<file path="src/led_defines.svh">
/*
 * Register offsets, field positions, reset values and timing for the
 * network status LED driver.
 * Assumes inclusion by bare name from each design file that needs it.
 */
`ifndef LED_DEFINES_SVH
`define LED_DEFINES_SVH

// register word addresses on the plain register port
`define ADDR_LINK_LED_STATUS  4'h4
`define ADDR_LED_ONE_CONFIG   4'h5
`define ADDR_DUPLEX_CONTROL   4'h9

// link_led_status fields
`define LNK_GOOD_BIT          15

// led_one_config fields
`define L1_RAW_BIT            15
`define L1_WAKE_BIT           9
`define L1_FDXLINK_BIT        8
`define L1_STRETCH_BIT        7
`define L1_MATCH_BIT          5
`define L1_TX_BIT             4
`define L1_POL_BIT            3
`define L1_RX_BIT             2
`define L1_JAB_BIT            1
`define L1_COL_BIT            0
// writable bits: 9..7 and 5..0; reserved 14..10 and 6 read as zero
`define L1_WRITE_MASK         16'h03BF
// receive status with stretcher on
`define L1_RESET_VALUE        16'h0084

// duplex_control_reg fields
`define DPX_FULL_BIT          0
`define DPX_AUI_FDX_BIT       1
`define DPX_WRITE_MASK        16'h0003
`define DPX_RESET_VALUE       16'h0000

// stretch time after the last occurrence
`define STRETCH_TIME_MS       50
`define CLK_FREQ_HZ           100000000
// divide first: the product of the two overflows a 32-bit int
`define STRETCH_CYCLES        (`STRETCH_TIME_MS * (`CLK_FREQ_HZ / 1000))

`endif

</file>
<file path="src/led_pkg.sv">
/*
 * Types shared by the LED driver files.
 * Assumes nothing beyond a SystemVerilog compiler.
 */
package led_pkg;
    typedef enum logic [1:0] {
        PORT_TWISTED_PAIR,
        PORT_ATTACH_UNIT,
        PORT_GP_SERIAL
    } active_port_t;
    typedef logic [15:0] reg_word_t;
endpackage

</file>
<file path="src/fdx_link_status.sv">
/*
 * Full-duplex link indication for the selected port.
 * Assumes all inputs are synchronous to sys_clk.
 */
`timescale 1ns/10ps
`default_nettype none

module fdx_link_status (
    input  wire logic                  sys_clk,
    input  wire logic                  reset,
    input  wire led_pkg::active_port_t active_port,
    input  wire logic                  link_pass,
    input  wire logic                  duplex_full_en,
    input  wire logic                  attach_unit_fdx_en,
    output logic                       fdx_link_q
);
    import led_pkg::*;

    logic fdx_link_d;

    always_comb begin
        unique case (active_port)
            PORT_TWISTED_PAIR: fdx_link_d = link_pass
                                            && duplex_full_en;
            PORT_ATTACH_UNIT:  fdx_link_d = duplex_full_en
                                            && attach_unit_fdx_en;
            PORT_GP_SERIAL:    fdx_link_d = duplex_full_en;
            default:           fdx_link_d = 1'b0;
        endcase
    end

    always_ff @(posedge sys_clk or posedge reset) begin
        if (reset) begin
            fdx_link_q <= 1'b0;
        end else begin
            fdx_link_q <= fdx_link_d;
        end
    end
endmodule // fdx_link_status

`default_nettype wire

</file>
<file path="src/pulse_stretcher.sv">
/*
 * Retriggerable pulse stretcher.
 * Assumes a synchronous level input; count length is a parameter.
 */
`timescale 1ns/10ps
`default_nettype none

module pulse_stretcher #(
    parameter int unsigned HOLD_CYCLES = 5000000
) (
    input  wire logic sys_clk,
    input  wire logic reset,
    input  wire logic enable,
    input  wire logic level_in,
    output logic      level_out_q
);
    localparam int unsigned CW = $clog2(HOLD_CYCLES + 1);

    // refused at elaboration: a zero hold leaves the counter no width
    if (HOLD_CYCLES < 1) begin : g_bad_hold
        $error("HOLD_CYCLES must be at least one");
    end

    logic [CW-1:0] count_q;

    // reload on every active cycle so that the hold runs from the last one
    always_ff @(posedge sys_clk or posedge reset) begin
        if (reset) begin
            count_q <= '0;
        end else if (level_in) begin
            count_q <= CW'(HOLD_CYCLES);
        end else if (count_q != '0) begin
            count_q <= count_q - CW'(1);
        end
    end

    always_ff @(posedge sys_clk or posedge reset) begin
        if (reset) begin
            level_out_q <= 1'b0;
        end else if (enable) begin
            level_out_q <= level_in || (count_q > CW'(1));
        end else begin
            level_out_q <= level_in;
        end
    end
endmodule // pulse_stretcher

`default_nettype wire

</file>
<file path="src/network_status_led_driver.sv">
/*
 * Network status LED driver: fixed link LED and programmable LED one,
 * with their configuration and status registers.
 * Assumes a plain register port with read data one cycle after the
 * read strobe, and event inputs synchronous to sys_clk.
 */
// The plain strobed port and the address map are this design's own decisions.
// Notes on behaviour
// - link LED shows transceiver link only
// - link status bit 15 mirrors link LED
// - full-duplex conditions mask the link LED
// - link status low bits read zero
// - LED one bit 15 is raw state
// - LED one reserved bits read zero
// - bit 9 shows wake-up frame received
// - bit 8 adds full-duplex link status
// - twisted pair: link pass and duplex enable
// - attach unit: both duplex enables set
// - serial port: duplex enable set
// - bit 7 turns pulse stretching on
// - bit 5 limits receive to matches
// - bit 4 includes transmit activity
// - bit 3 shows correct receive polarity
// - bit 2 includes receive activity
// - bit 1 includes jabber
// - bit 0 includes collision
// - reset value has stretcher enabled
// - pin is OR; default receive only
`timescale 1ns/10ps
`default_nettype none
`include "led_defines.svh"

module network_status_led_driver #(
    parameter int unsigned STRETCH_CYCLES = `STRETCH_CYCLES
) (
    input  wire logic              sys_clk,
    input  wire logic              reset,
    input  wire logic [3:0]        reg_addr,
    input  wire led_pkg::reg_word_t reg_wdata,
    input  wire logic              reg_write,
    input  wire logic              reg_read,
    output led_pkg::reg_word_t     reg_rdata,
    input  wire led_pkg::active_port_t active_port,
    input  wire logic              tp_link_pass,
    input  wire logic              tp_full_duplex,
    input  wire logic              other_fdx_link_led_en,
    input  wire logic              rx_activity,
    input  wire logic              rx_addr_match,
    input  wire logic              tx_activity,
    input  wire logic              jabber,
    input  wire logic              collision,
    input  wire logic              polarity_ok,
    input  wire logic              wake_frame_rcvd,
    output logic                   link_led_pin_n,
    output logic                   led_one_pin_n
);
    import led_pkg::*;

    // refused at elaboration: the stretcher needs a hold of one or more
    if (STRETCH_CYCLES < 1) begin : g_bad_stretch
        $error("STRETCH_CYCLES must be at least one");
    end

    ////////////////////////////////////////////////////////////////////
    // registers

    reg_word_t led_one_q;
    reg_word_t duplex_q;
    reg_word_t rdata_q;
    logic      link_good_flag;
    logic      led_raw_state;

    // only writable bits are stored, so reserved bits stay zero
    always_ff @(posedge sys_clk or posedge reset) begin
        if (reset) begin
            led_one_q <= `L1_RESET_VALUE;
        end else if (reg_write && reg_addr == `ADDR_LED_ONE_CONFIG) begin
            led_one_q <= reg_wdata & `L1_WRITE_MASK;
        end
    end

    always_ff @(posedge sys_clk or posedge reset) begin
        if (reset) begin
            duplex_q <= `DPX_RESET_VALUE;
        end else if (reg_write && reg_addr == `ADDR_DUPLEX_CONTROL) begin
            duplex_q <= reg_wdata & `DPX_WRITE_MASK;
        end
    end

    // link status is read only; writes there are ignored
    always_ff @(posedge sys_clk or posedge reset) begin
        if (reset) begin
            rdata_q <= 16'h0000;
        end else if (reg_read) begin
            unique case (reg_addr)
                `ADDR_LINK_LED_STATUS: begin
                    rdata_q <= {link_good_flag, 15'h0000};
                end
                `ADDR_LED_ONE_CONFIG: begin
                    rdata_q <= {led_raw_state, 15'h0000}
                               | led_one_q;
                end
                `ADDR_DUPLEX_CONTROL: rdata_q <= duplex_q;
                default:              rdata_q <= 16'h0000;
            endcase
        end else begin
            rdata_q <= 16'h0000;
        end
    end

    assign reg_rdata = rdata_q;

    ////////////////////////////////////////////////////////////////////
    // field decode

    logic duplex_full_en;
    logic attach_unit_fdx_en;
    logic wake_frame_led_en;
    logic fdx_link_led_en;
    logic stretch_en;
    logic match_only_rx_led;
    logic tx_activity_led_en;
    logic polarity_ok_led_en;
    logic rx_activity_led_en;
    logic jabber_led_en;
    logic collision_led_en;

    assign duplex_full_en     = duplex_q[`DPX_FULL_BIT];
    assign attach_unit_fdx_en = duplex_q[`DPX_AUI_FDX_BIT];
    assign wake_frame_led_en  = led_one_q[`L1_WAKE_BIT];
    assign fdx_link_led_en    = led_one_q[`L1_FDXLINK_BIT];
    assign stretch_en         = led_one_q[`L1_STRETCH_BIT];
    assign match_only_rx_led  = led_one_q[`L1_MATCH_BIT];
    assign tx_activity_led_en = led_one_q[`L1_TX_BIT];
    assign polarity_ok_led_en = led_one_q[`L1_POL_BIT];
    assign rx_activity_led_en = led_one_q[`L1_RX_BIT];
    assign jabber_led_en      = led_one_q[`L1_JAB_BIT];
    assign collision_led_en   = led_one_q[`L1_COL_BIT];

    ////////////////////////////////////////////////////////////////////
    // link LED

    logic link_mask;
    logic link_led_q;

    // other_fdx_link_led_en carries the same enable of the other LED
    // registers, which live outside this block
    assign link_mask = tp_full_duplex && !attach_unit_fdx_en
                       && (fdx_link_led_en
                           || other_fdx_link_led_en);

    always_ff @(posedge sys_clk or posedge reset) begin
        if (reset) begin
            link_led_q <= 1'b0;
        end else begin
            link_led_q <= tp_link_pass && !link_mask;
        end
    end

    assign link_good_flag = link_led_q;
    assign link_led_pin_n = !link_led_q;

    ////////////////////////////////////////////////////////////////////
    // LED one combined state

    logic fdx_link_q;

    fdx_link_status u_fdx_link (
        .sys_clk            (sys_clk),
        .reset              (reset),
        .active_port        (active_port),
        .link_pass          (tp_link_pass),
        .duplex_full_en     (duplex_full_en),
        .attach_unit_fdx_en (attach_unit_fdx_en),
        .fdx_link_q         (fdx_link_q)
    );

    logic rx_qualified;
    logic raw_d;
    logic raw_q;

    assign rx_qualified = rx_activity
                          && (!match_only_rx_led || rx_addr_match);

    always_comb begin
        raw_d = 1'b0;
        raw_d = raw_d || (wake_frame_led_en && wake_frame_rcvd);
        raw_d = raw_d || (fdx_link_led_en && fdx_link_q);
        raw_d = raw_d || (tx_activity_led_en && tx_activity);
        raw_d = raw_d || (polarity_ok_led_en && polarity_ok);
        raw_d = raw_d || (rx_activity_led_en && rx_qualified);
        raw_d = raw_d || (jabber_led_en && jabber);
        raw_d = raw_d || (collision_led_en && collision);
    end

    always_ff @(posedge sys_clk or posedge reset) begin
        if (reset) begin
            raw_q <= 1'b0;
        end else begin
            raw_q <= raw_d;
        end
    end

    assign led_raw_state = raw_q;

    ////////////////////////////////////////////////////////////////////
    // stretcher and pin

    logic stretched_q;

    pulse_stretcher #(
        .HOLD_CYCLES (STRETCH_CYCLES)
    ) u_stretch (
        .sys_clk     (sys_clk),
        .reset       (reset),
        .enable      (stretch_en),
        .level_in    (raw_q),
        .level_out_q (stretched_q)
    );

    assign led_one_pin_n = !stretched_q;
endmodule // network_status_led_driver

`default_nettype wire

</file>
<file path="config.mk">
export PLATFORM = sky130hd
export DESIGN_NAME = network_status_led_driver
export DESIGN_NICKNAME = d
export VERILOG_FILES = /design/src/led_pkg.sv /design/src/fdx_link_status.sv /design/src/pulse_stretcher.sv /design/src/network_status_led_driver.sv
export VERILOG_INCLUDE_DIRS = /design/src
export SDC_FILE = /design/constraint.sdc
export NUM_CORES = 1
export LEC_CHECK = 0
export ABC_AREA = 1
export BUFFER_PORTS_ARGS = -buffer_cell sky130_fd_sc_hd__buf_2
export CAP_MARGIN = 20
export CORE_MARGIN = 5
export CORE_UTILIZATION = 30
export DETAILED_ROUTE_END_ITERATION = 12
export PLACE_DENSITY_LB_ADDON = 0.15
export REMOVE_ABC_BUFFERS = 1
export SLEW_MARGIN = 15
export SYNTH_ARGS = -nofsm -noshare
export SYNTH_HDL_FRONTEND = slang
export SYNTH_SLANG_ARGS = --single-unit
</file>
<file path="constraint.sdc">
create_clock -name sys_clk -period 1.4 [get_ports sys_clk]
set_input_delay 0.07 -clock sys_clk [delete_from_list [all_inputs] [get_ports sys_clk]]
set_output_delay 0.07 -clock sys_clk [all_outputs]
set_load 0.1 [all_outputs]
</file>
==> results.txt <==
----------------------------------------------------
[Status]
  Run status ... complete, but fails checks
  Violated checks ... negative setup slack

[Critical path]
  Capturing element of the worst setup path ... u_stretch.count_q[10]
  Critical setup path kind ... flop to flop
  Critical Path Sink Type ... flop
  Register-to-Register Path Depth ... 6
  CP Launch Point ... u_stretch.count_q[21]
  Required time of the worst setup path ... 1600 ps
  Critical Path Max Stage Delay ... 400 ps
  Reg-to-reg slack, setup ... -60 ps
  Buf/Inv on CP ... 2
  Dominant delay contributor by cell family on the critical path ... simple AND/OR/NAND/NOR gates
  CP Data Arrival Time ... 1660 ps
  Launch point of the worst reg-to-reg path ... u_stretch.count_q[21]
  Critical path depth ... 6
  Crit path max fanout ... 8
  Slowest cell on the critical path ... dfrtp_1
  Capturing point of the worst reg2reg path ... u_stretch.count_q[10]
  Critical path launch point type ... flop
  Cell Chain, Critical Path ... inv_1, nand2_2, nor3_4, nand4_4, clkinv_4, nor2_1

[Floorplanning]
  Initial cell density of the core ... 0.309
  Area of the placeable core ... 8260 sq um
  Top-Level Pins ... 54
  Horizontal extent of the die ... 102 um
  Standard-cell rows ... 33
  Y dimension of the die ... 102 um
  Total die area ... 10400 sq um

[Clock tree]
  CTS tree ... built
  Number of buffers between clock root and the deepest sink ... 2
  Clk sinks ... 48
  Inserted Clock Buffers ... 5
  Clock network latency to the later pin of the worst-skew pair ... 310 ps
  Cell at the root of the clock tree ... clkbuf_8
  H-tree depth ... 2
  Clock transition time at the flip-flop clock pins of the worst setup and hold paths ... 100 ps

[Detailed routing]
  Antenna-violating nets left ... 0
  Via density per instance ... 4.43
  Routed length per placed instance ... 12.3 um
  Post-route DRC ... 0
  Iteration-0 DRC Markers ... 92
  Total length of routed wires ... 6470 um
  Drt pass-1 iters ... 5
  Via count ... 2335

[Placed design]
  Detailed placement HPWL ... 4870 um
  Routability-driven placement congestion ratio ... 0.819
  Number of buffer cells added on primary ports ... 40
  Count of placed standard cells including taps ... 502
  Area post-placement ... 3100 sq um

[Power and ir drop]
  IR Drop Worst-Case VDD ... 0.505 mV
  Power share of the clock group ... 0.284
  Internal power ... 2460 uW
  Power density over the cells ... 1080 nW/um^2
  NetSw ... 1330 uW
  Relative contribution of combinational cells to total power ... 0.292
  Switching fraction of total power ... 0.351
  Leakage Power ... 0.00183 uW
  Share of power burned in registers ... 0.424

[Global routing]
  Pin count of the biggest net entering global routing ... 33
  Initial antenna violation count ... 0
  First-pass GRT wire length ... 10700 um
  Overall overflow remaining after global route ... 0
  Global routing usage on met3 ... 0.0307
  Met1 track demand over resource ... 0.168
  Met2 Usage GRT ... 0.221
  Aggregate global-route resource usage ... 0.130
  Number of global-route vias before repair ... 2295
  Routing layer with the top usage in global route ... met2

[Yosys]
  Yosys warning total ... 0
  Number of distinct standard cells referenced by the synthesized netlist ... 36
  Post-Syn Area ... 2550 sq um
  Fraction of the yosys area taken by sequential cells ... 0.472
  Syn Area/Cell ... 7.77 sq um
  Post-synthesis cell count ... 328
  Flops & latches, synth ... 48

[Layout]
  Synthesis-to-finish area growth ... 37.8%
  Fraction of final layout cells sized beyond drive strength 1 ... 0.339
  Final instance count without filler cells ... 527
  Design area ... 3510 sq um
  Number of nets in the finished design ... 459
  Antenna fix cells ... 0

[STA]
  Final Cycle Share ... 1.04
  Total count of max-transition violations in the final report ... 0
  Shortest period the worst path allows ... 1460 ps
  Fin. Hold Viols ... 0
  Final setup margin ... -58.9 ps
  Worst hold slack across all endpoints ... 8.27 ps
  Top achievable clock speed ... 685 MHz
  Setup-failing EPs final ... 14
  RSZ-0062 raised after global routing ... true
  Setup Skew ... 9.16 ps
  Setup Total Neg Slack ... -557 ps

[Hold path]
  Hold/Removal Path Class ... input pin to flop
  Hold path cells ... 3

[Flow run]
  Max-cap viol count ... 0

----------------------------------------------------
-- how the worst min path moves through the flow --
stage | slack (ps) | from | endpoint
finish | 8 | reg_wdata[9] | led_one_q[9]
global route | 30 | jabber | led_raw_state
floorplan | 190 | tp_link_pass | link_good_flag
CTS | 1 | jabber | led_raw_state
detailed placement | 120 | reset | led_one_q[5]
global placement | 120 | reset | reg_rdata[3]
-- registers in the layout (all words and copies together), names as in the netlist --
signal	count
link_good_flag	1
u_fdx_link.fdx_link_q	1
led_one_q	9
u_stretch.count_q	23
u_stretch.level_out_q	1
duplex_q	2
led_raw_state	1
reg_rdata	10
-- worst register-to-register path, delay by kind of cell, from the launching register on --
kind / cells / cell delay, ps
buffers and inverters: 2 / 260
flip-flops: 1 / 400
AND/OR/NAND/NOR: 4 / 690
-- Yosys cell counts --
library cell  instances  area (sq um)
nand2_1              70           263
nor2_1               53           199
inv_1                49           184
dfrtp_1              46          1150
nand3_1              27           135
a21oi_1              13          65.1
nand4_1              11          68.8
o21ai_0               8          40.0
nor2_2                7          43.8
buf_4                 6          45.0
a21o_1                3          22.5
nand2_2               3          18.8
nand3b_1              3          22.5
nor2_4                3          33.8
dfstp_2               2          52.6
ha_1                  2          25.0
nor3_1                2          10.0
o21ai_1               2          10.0
a221oi_1              1          8.76
buf_1                 1          3.75
buf_2                 1          5.00
clkbuf_1              1          3.75
clkinv_2              1          5.00
conb_1                1          3.75
inv_2                 1          3.75
nand2_4               1          11.3
nand3_2               1          10.0
nand4_4               1          21.3
nor2_8                1          20.0
nor3_4                1          16.3
nor3b_1               1          7.51
o211ai_1              1          7.51
o21a_1                1          7.51
o311a_1               1          10.0
or2_2                 1          6.26
xor2_1                1          8.76
-- cells by family (layout without fill, tap and decap cells) --
kind of cell,Yosys count,after routing,share of synthesized area
fa+ha+maj,2,2,0.00981
compound gates,30,30,0.0672
simple gates,186,186,0.348
flops,48,48,0.472
xor+xnor,1,1,0.00344
buf+inv,60,149,0.0981
other cells,1,6,0.00147
-- cell usage in the layout (no fill, tap or decap), drive strengths merged --
cell	count
a21o	3
a21oi	13
a221oi	1
buf	81
bufinv	1
clkbuf	5
clkinv	1
conb	6
dfrtp	46
dfstp	2
dlygate4sd3	9
ha	2
inv	52
nand2	74
nand3	28
nand3b	3
nand4	12
nor2	64
nor3	3
nor3b	1
o211ai	1
o21a	1
o21ai	10
o311a	1
or2	1
xor2	1
-- power by group through the flow --
| stage | registers (uW) | clock network [uW] | logic, uW |
|---|---|---|---|
| after floorplan | 1650 | 0 | 618 |
| after global placement | 1630 | 0 | 991 |
| after detailed placement | 1630 | 0 | 1000 |
| after CTS | 1600 | 1120 | 1050 |
| after global routing | 1630 | 1160 | 1220 |
| final | 1610 | 1080 | 1110 |
-- stage by stage --
| stage | power, uW | utilization | setup slack [ps] |
|---|---|---|---|
| floorplan | 2260 | - | -79.7 |
| global placement | 2620 | 0.376 | -62.7 |
| detailed placement | 2630 | 0.376 | -83.7 |
| CTS | 3770 | 0.407 | -33.9 |
| global route | 4010 | 0.425 | -137 |
| finish | 3790 | 0.425 | -58.9 |
-- per-layer routing --
layer  routed length (um)  part of all wire
met5                    0                 0
met4                   56            0.0087
met3                  322             0.050
met2                 3160              0.49
met1                 2930              0.45
-- area by class of cell --
| cell class | count | area (sq um) |
|---|---|---|
| fillers | 860 | 4740 |
| multi-input cells | 225 | 1240 |
| flip-flops and latches | 48 | 1200 |
| repair buffers | 90 | 622 |
| inverters | 51 | 196 |
| well taps | 105 | 131 |
| clock buffers | 5 | 68.8 |
| clock inverters | 3 | 50.0 |
-- repair_timing --
item / CTS / global route
setup endpoints to repair: 20 / 24
hold buffers: 9 / 0
pin swaps: 4 / 15
setup buffers: 2 / 6
resized for setup: 12 / 33
hold endpoints to repair: 55 / 0
(Power assumes the default switching activity.)
